<file path="config.mk">
export PLATFORM = sky130hd
export DESIGN_NAME = tpc_timer_prescaler
export DESIGN_NICKNAME = d
export VERILOG_FILES = /design/src/pkg/tpc_pkg.sv /design/src/hdl/tpc_timer_prescaler.sv
export VERILOG_INCLUDE_DIRS = /design/src /design/src/pkg
export SDC_FILE = /design/constraint.sdc
export NUM_CORES = 1
export LEC_CHECK = 0
export ABC_CLOCK_PERIOD_IN_PS = 2900
export BUFFER_PORTS_ARGS = -buffer_cell sky130_fd_sc_hd__buf_2
export CELL_PAD_IN_SITES_DETAIL_PLACEMENT = 1
export CELL_PAD_IN_SITES_GLOBAL_PLACEMENT = 1
export CORE_MARGIN = 2
export CORE_UTILIZATION = 43
export CTS_BUF_LIST = sky130_fd_sc_hd__clkbuf_2 sky130_fd_sc_hd__clkbuf_4 sky130_fd_sc_hd__clkbuf_8
export CTS_CLUSTER_DIAMETER = 100
export DETAILED_ROUTE_END_ITERATION = 8
export PLACE_DENSITY_LB_ADDON = 0.1
export SKIP_LAST_GASP = 1
export SLEW_MARGIN = 20
export SYNTH_ARGS = -nofsm -noshare
export SYNTH_HDL_FRONTEND = slang
export SYNTH_SLANG_ARGS = --single-unit
</file>
<file path="constraint.sdc">
create_clock -name hclk -period 2.9 [get_ports hclk]
set_input_delay 0.58 -clock hclk [delete_from_list [all_inputs] [get_ports hclk]]
set_output_delay 0.58 -clock hclk [all_outputs]
set_load 0.01 [all_outputs]
</file>
<file path="src/pkg/tpc_map.svh">
// Purpose: register offsets, field positions, codes and reset values of the timer clock unit
// Assumes: 32-bit AHB-Lite data, one register per aligned word
// Notes:   byte offsets within the block's address window
`ifndef TPC_MAP_SVH
`define TPC_MAP_SVH

`define TPC_ADDR_W        8
`define TPC_OFS_CRB       8'h08
`define TPC_OFS_CNT2      8'h0c
`define TPC_OFS_PRSC      8'h10
`define TPC_OFS_CKC       8'h14
`define TPC_OFS_CTL       8'h18

`define TPC_CKC_C1_LO     0
`define TPC_CKC_C1_HI     2
`define TPC_CKC_C2_LO     3
`define TPC_CKC_C2_HI     5

`define TPC_CTL_EN        0
`define TPC_CTL_MODE_LO   1
`define TPC_CTL_MODE_HI   2
`define TPC_CTL_TRAIN     3
`define TPC_CTL_TRIG      4
`define TPC_CTL_START     5
`define TPC_CTL_BPOL      6

`define TPC_SRC_NONE      3'h0
`define TPC_SRC_PRESC     3'h1
`define TPC_SRC_BEVT      3'h2
`define TPC_SRC_PACC      3'h3

`define TPC_MODE_1        2'h0
`define TPC_MODE_2        2'h1
`define TPC_MODE_3        2'h2
`define TPC_MODE_4        2'h3

`define TPC_RST_PRSC      8'h00
`define TPC_RST_CKC       6'h00
`define TPC_RST_MODE      2'h0
`define TPC_CNT_MAX       16'hffff
`define TPC_HTRANS_NSEQ   2'h2

`endif

</file>
<file path="src/pkg/tpc_pkg.sv">
// Purpose: shared types of the timer clock unit
// Assumes: tpc_map.svh holds every number
// Notes:   bus signals travel as packed structs
package tpc_pkg;

	typedef struct packed {
		logic        hsel;
		logic [7:0]  haddr;
		logic [1:0]  htrans;
		logic        hwrite;
		logic [2:0]  hsize;
		logic        hready;
		logic [31:0] hwdata;
	} tpc_ahb_req_t;

	typedef struct packed {
		logic [31:0] hrdata;
		logic        hreadyout;
		logic        hresp;
	} tpc_ahb_rsp_t;

	typedef struct packed {
		logic        en;
		logic [1:0]  mode;
		logic        train;
		logic        trig;
		logic        bpol;
	} tpc_ctl_t;

	// state that reset sets
	typedef struct packed {
		tpc_ctl_t    ctl;
		logic [7:0]  prsc;
		logic [7:0]  prsc_act;
		logic [7:0]  pcnt;
		logic [5:0]  ckc;
		logic        dp_wr;
		logic [7:0]  dp_addr;
		logic [31:0] rdata;
		logic        b_s1;
		logic        b_s2;
		logic        b_s3;
		logic        tick1;
		logic        und2;
		logic        start_p;
	} tpc_state_t;

	// state that reset leaves alone
	typedef struct packed {
		logic [15:0] crb;
		logic [15:0] cnt2;
	} tpc_hold_t;

endpackage

</file>
<file path="src/hdl/tpc_timer_prescaler.sv">
// Purpose: prescaler, clock select, capture/reload B and second counter of a dual timer
// Assumes: single clock hclk, zero-wait AHB-Lite slave, input B is asynchronous
// Notes:   capture/reload B and counter 2 are not reset
//
// The AHB-Lite interface to the registers was left to the implementer.
`timescale 1ns/1ps
`include "tpc_map.svh"

// How it works
// - capture/reload B is 16 bits, always readable
// - capture/reload B writes only while enabled
// - reset leaves capture/reload B, counter 2 alone
// - counter 2 readable, writable, reads live count
// - 8-bit prescaler value rewritable any time
// - new prescaler taken at prescaler underflow
// - pulse-train: new value at start or B event
// - tick divides system clock by value plus one
// - counter 1 source in bits 2:0
// - counter 2 source in bits 5:3, same codes
// - code 000b stops the counter
// - B event, pulse accumulate only modes 1, 3
// - mode field 00b/01b/10b/11b decodes modes
module tpc_timer_prescaler
	import tpc_pkg::*;
(
	// clock and reset
	input  logic         hclk,
	input  logic         hresetn,
	// register bus
	input  tpc_ahb_req_t ahb_req,
	output tpc_ahb_rsp_t ahb_rsp,
	// external pin
	input  logic         input_b_pin,
	// to the rest of the timer
	output logic         timer_enable_bit,
	output logic [1:0]   operating_mode_select,
	output logic         first_counter_tick,
	output logic         second_counter_underflow,
	output logic         train_start_pulse,
	output logic [15:0]  capture_reload_b,
	output logic [15:0]  second_counter_value
);

	tpc_state_t r;
	tpc_state_t n;
	tpc_hold_t  h;
	tpc_hold_t  hn;

	logic       wr;
	logic [7:0] wa;
	logic       b_evt;
	logic       b_act;
	logic       ptick;
	logic       tick2;
	logic       ext_ok;
	logic       train_mode;
	logic       start_wr;

	function automatic logic src_tick(
		input logic [2:0] code,
		input logic       pt,
		input logic       be,
		input logic       ba,
		input logic       ok
	);
		logic t;
		t = 1'b0;
		case (code)
			`TPC_SRC_PRESC: t = pt;
			`TPC_SRC_BEVT:  t = ok & be;
			`TPC_SRC_PACC:  t = ok & pt & ba;
			default:        t = 1'b0;
		endcase
		return t;
	endfunction

	always_comb
	begin
		n = r;
		hn = h;
		wr = r.dp_wr;
		wa = r.dp_addr;

		// pin synchroniser, third stage for edge detection
		n.b_s1 = input_b_pin;
		n.b_s2 = r.b_s1;
		n.b_s3 = r.b_s2;
		b_act = r.ctl.bpol ? r.b_s2 : ~r.b_s2;
		b_evt = r.ctl.bpol ? (r.b_s2 & ~r.b_s3) : (~r.b_s2 & r.b_s3);

		ext_ok = (r.ctl.mode == `TPC_MODE_1) || (r.ctl.mode == `TPC_MODE_3);
		train_mode = (r.ctl.mode == `TPC_MODE_1) && r.ctl.train;

		start_wr = wr && (wa == `TPC_OFS_CTL) && ahb_req.hwdata[`TPC_CTL_START];
		n.start_p = start_wr;

		// prescaler counts down; tick every prsc_act+1 cycles
		ptick = r.ctl.en && (r.pcnt == 8'h00);
		if (!r.ctl.en)
		begin
			n.prsc_act = r.prsc;
			n.pcnt = r.prsc;
		end
		else if (train_mode && (start_wr || (r.ctl.trig && b_evt)))
		begin
			n.prsc_act = r.prsc;
			n.pcnt = r.prsc;
		end
		else if (ptick)
		begin
			// in pulse-train the held value survives underflow
			if (train_mode)
			begin
				n.pcnt = r.prsc_act;
			end
			else
			begin
				n.prsc_act = r.prsc;
				n.pcnt = r.prsc;
			end
		end
		else
		begin
			n.pcnt = r.pcnt - 8'h01;
		end

		n.tick1 = r.ctl.en && src_tick(r.ckc[`TPC_CKC_C1_HI:`TPC_CKC_C1_LO],
			ptick, b_evt, b_act, ext_ok);
		tick2 = r.ctl.en && src_tick(r.ckc[`TPC_CKC_C2_HI:`TPC_CKC_C2_LO],
			ptick, b_evt, b_act, ext_ok);

		// counter 2 counts down; mode 3 reloads from capture/reload B
		n.und2 = 1'b0;
		if (tick2)
		begin
			if (h.cnt2 == 16'h0000)
			begin
				n.und2 = 1'b1;
				hn.cnt2 = (r.ctl.mode == `TPC_MODE_3) ? h.crb : `TPC_CNT_MAX;
			end
			else
			begin
				hn.cnt2 = h.cnt2 - 16'h0001;
			end
		end

		// data-phase writes; software write beats the count
		if (wr)
		begin
			if (wa == `TPC_OFS_CRB)
			begin
				if (r.ctl.en)
				begin
					hn.crb = ahb_req.hwdata[15:0];
				end
			end
			else if (wa == `TPC_OFS_CNT2)
			begin
				hn.cnt2 = ahb_req.hwdata[15:0];
			end
			else if (wa == `TPC_OFS_PRSC)
			begin
				n.prsc = ahb_req.hwdata[7:0];
			end
			else if (wa == `TPC_OFS_CKC)
			begin
				n.ckc = ahb_req.hwdata[5:0];
			end
			else if (wa == `TPC_OFS_CTL)
			begin
				n.ctl.en = ahb_req.hwdata[`TPC_CTL_EN];
				n.ctl.mode = ahb_req.hwdata[`TPC_CTL_MODE_HI:`TPC_CTL_MODE_LO];
				n.ctl.train = ahb_req.hwdata[`TPC_CTL_TRAIN];
				n.ctl.trig = ahb_req.hwdata[`TPC_CTL_TRIG];
				n.ctl.bpol = ahb_req.hwdata[`TPC_CTL_BPOL];
			end
		end

		// address phase; read mux sees this cycle's write already
		n.dp_wr = 1'b0;
		n.rdata = 32'h0000_0000;
		if (ahb_req.hsel && ahb_req.hready && (ahb_req.htrans == `TPC_HTRANS_NSEQ))
		begin
			n.dp_wr = ahb_req.hwrite;
			n.dp_addr = ahb_req.haddr;
			if (!ahb_req.hwrite)
			begin
				if (ahb_req.haddr == `TPC_OFS_CRB)
				begin
					n.rdata = {16'h0000, hn.crb};
				end
				else if (ahb_req.haddr == `TPC_OFS_CNT2)
				begin
					n.rdata = {16'h0000, hn.cnt2};
				end
				else if (ahb_req.haddr == `TPC_OFS_PRSC)
				begin
					n.rdata = {24'h00_0000, n.prsc};
				end
				else if (ahb_req.haddr == `TPC_OFS_CKC)
				begin
					n.rdata = {26'h000_0000, n.ckc};
				end
				else if (ahb_req.haddr == `TPC_OFS_CTL)
				begin
					n.rdata = {25'h000_0000, n.ctl.bpol, 1'b0, n.ctl.trig,
						n.ctl.train, n.ctl.mode, n.ctl.en};
				end
			end
		end
	end

	always_ff @(posedge hclk or negedge hresetn)
	begin
		if (!hresetn)
		begin
			r <= '0;
			r.prsc <= `TPC_RST_PRSC;
			r.prsc_act <= `TPC_RST_PRSC;
			r.pcnt <= `TPC_RST_PRSC;
			r.ckc <= `TPC_RST_CKC;
			r.ctl.mode <= `TPC_RST_MODE;
		end
		else
		begin
			r <= n;
		end
	end

	// no reset here on purpose: contents start undefined
	always_ff @(posedge hclk)
	begin
		h <= hn;
	end

	assign ahb_rsp.hrdata = r.rdata;
	assign ahb_rsp.hreadyout = 1'b1;
	assign ahb_rsp.hresp = 1'b0;

	assign timer_enable_bit = r.ctl.en;
	assign operating_mode_select = r.ctl.mode;
	assign first_counter_tick = r.tick1;
	assign second_counter_underflow = r.und2;
	assign train_start_pulse = r.start_p;
	assign capture_reload_b = h.crb;
	assign second_counter_value = h.cnt2;

endmodule

</file>
==> results.cfg <==
[route]
detail-route-antenna-nets = 0
drt-pass1-iter-count = 4
wl_mm = 16.0
drc_errors = 0
avgViaCountPerCell = 5.83
num_vias = 4455
drt_iter0_drc = 154
avgRoutedWirePerCell_um = 20.9

[setup_path]
path_delay_family = simple AND/OR/NAND/NOR gates
cp.arrival_ns = 3.02
worstReg2RegEnd = ahb_rsp[15]
critPathKind = reg2reg
critical_path_buf_inv_count = 1
crit_fanout = 11
critPathLaunchType = flop
r2r-start = r[55]
slowest_delay_ns = 0.60
crit_required_ns = 3.14
r2r_slack_ns = 0.12
r2r_cells = 7
cp_slowest_cell = or4_1
crit_path_end_kind = flop
path_cells = or4_1, nor4b_4, a31oi_2, buf_4, o31ai_1, o31a_1, o221ai_1

[logic_synthesis]
yosys_register_bits = 99
yosys_warnings = 0
syn_area_um2 = 5260
ys_seq_area_frac = 0.441
yosysTopAreaCell = dfrtp_1
synth_most_common_cell = dfrtp_1
synth_edf_count = 0
synth-async-reset-ratio = 0.677
synth_cell_types = 75
syn_avg_cell_area_um2 = 9.90
ys_top_cells_by_area = dfrtp_1, dfxtp_1, mux2_2
yosysTopAreaCellShare = 0.319
syn_inst = 531
synthFlopType = dfrtp_1
synth.top_cells.by_count = dfrtp_1, nor2_1, mux2_2

[global_route]
first_global_vias = 4667
antenna_found_initial = 0
grt_max_degree = 68
grt_pass1_wl_mm = 25.6
grt.total_usage = 0.256
overflow = 0

[die]
die-area_um2 = 13100
pin_count = 123
chipHeight_um = 115
row_count = 40
initial_core_util = 0.439
fp.coreArea_um2 = 12000
die_width_um = 115

[clock_tree]
ctsHoldBuffers = 0
clk_pin_slew_worst_paths_ns = 0.10
numCtsBuffers = 9
cts_tree = done
clock-sinks = 99
cts_setup_buffers = 0
h-tree-depth = 3
cts-root-buf = clkbuf_8
clk_latency_ns = 0.39
cts_buffer_depth = 2
cts_resized = 0

[finish]
nets = 666
area_growth_pct = 13.8
antenna_cells = 0
instances_no_fill = 764
final_layout_size_suffix_gt1_frac = 0.308
fin_util = 0.500

[min_path]
hp-class = in2async

[sta]
worst_slew_pin_slew_ns = 0.792
rsz0062_at_grt = no
max_freq_ghz = 0.360
period_needed_ns = 2.78
fin_crit_sh = 0.957
hold_violations = 0
finalWorstSetupSlack_ns = 0.124
finalSetupViolations = 0
slew_viol_final = 0
skew_ns = 0.00805
fin_hold_ws_ns = 0.190
max_slew_margin = 0.472
tns_ns = 0

[placed_design]
portBuffers = 85
dp_hpwl_mm = 12.0
dp_cells = 748
dp_slack_ns = 0.163
place_congestion = 0.846

[power]
power.density_nw_per_um2 = 457
p_leak_nw = 2.70
ir_drop_mv = 0.240

[run_status]
outcome = complete, no violations

[job]
drv_cap = 0
-- how the worst max path moves through the flow --
stage	from	end	slack, ns	depth (start not counted)
global placement	r[55]	ahb_rsp[12]	0.21	6
floorplan	second_counter_value[7]	ahb_rsp[16]	0.27	8
finish	r[55]	ahb_rsp[15]	0.12	7
global route	r[55]	ahb_rsp[15]	0.03	7
CTS	r[55]	ahb_rsp[15]	0.14	7
detailed placement	r[55]	ahb_rsp[15]	0.16	7
-- through the flow --
step | power, mW | area, µm²
2_1_floorplan | 1.70 | 5320
3_3_place_gp | 1.81 | 5780
3_5_place_dp | 1.83 | 5780
4_1_cts | 2.75 | 5980
5_1_grt | 2.84 | 5980
6_report | 2.73 | 5980
-- worst register-to-register path, cell delays in order, from the launching register on --
cell	delay, ns
dfrtp_1	0.43
or4_1	0.60
nor4b_4	0.37
a31oi_2	0.33
buf_4	0.29
o31ai_1	0.25
o31a_1	0.20
o221ai_1	0.14
-- sequential cells by signal, summed over array words and instances, names as in the netlist, 2 cells and up --
name                   count
r                         34
ahb_rsp                   16
capture_reload_b          16
second_counter_value      16
wa                         8
n                          2
operating_mode_select      2
-- layout by cell type (no fill, tap or decap), types with 7 or more instances in the layout --
cell	netlist	final
inv_1	16	16
conb_1	2	18
o21ai_0	15	15
dfxtp_1	32	32
a211oi_1	8	8
nor2_1	47	47
nand2_1	34	34
clkbuf_8	0	10
dfrtp_1	67	67
a21oi_1	25	25
o22a_1	9	9
buf_2	8	85
nand3_1	10	10
nor4_1	8	7
nor3_1	17	17
buf_4	36	26
mux2_2	44	44
-- metal layers --
layer  track usage  vias to the layer above  share of wire
met5             0                        -              0
li1              -                     2075              -
met4        0.0618                        0         0.0081
met3        0.0487                       10          0.045
met1         0.337                     2256           0.45
met2         0.434                      114           0.49
-- cell type report --
type / count / area, µm²
sequential: 99 / 2320
timing repair buffer: 112 / 641
fill: 1397 / 5980
inverter: 17 / 63.8
clock inverter: 5 / 52.6
clock buffer: 11 / 145
multi-input combinational: 373 / 2580
tap: 147 / 184
-- power breakdown --
group	internal (mW)	leakage [nW]	switching (mW)
sequential	1.43	1.16	0.0676
clock	0.428	0.103	0.506
combinational	0.128	1.44	0.176
-- logic make-up (layout without fill, tap and decap cells) --
logic type / Yosys count / count (layout) / share of synthesized area
adders and majority gates: 3 / 3 / 0.00714
xor gates and xnor gates: 7 / 7 / 0.0117
DFF: 99 / 99 / 0.441
other: 2 / 18 / 0.00143
AOI/OAI and AO/OA: 128 / 128 / 0.177
buffers and inverters: 75 / 145 / 0.0840
muxes: 51 / 51 / 0.108
and+or+nand+nor: 166 / 166 / 0.170
Note: power is estimated with default switching activity, not from simulation.
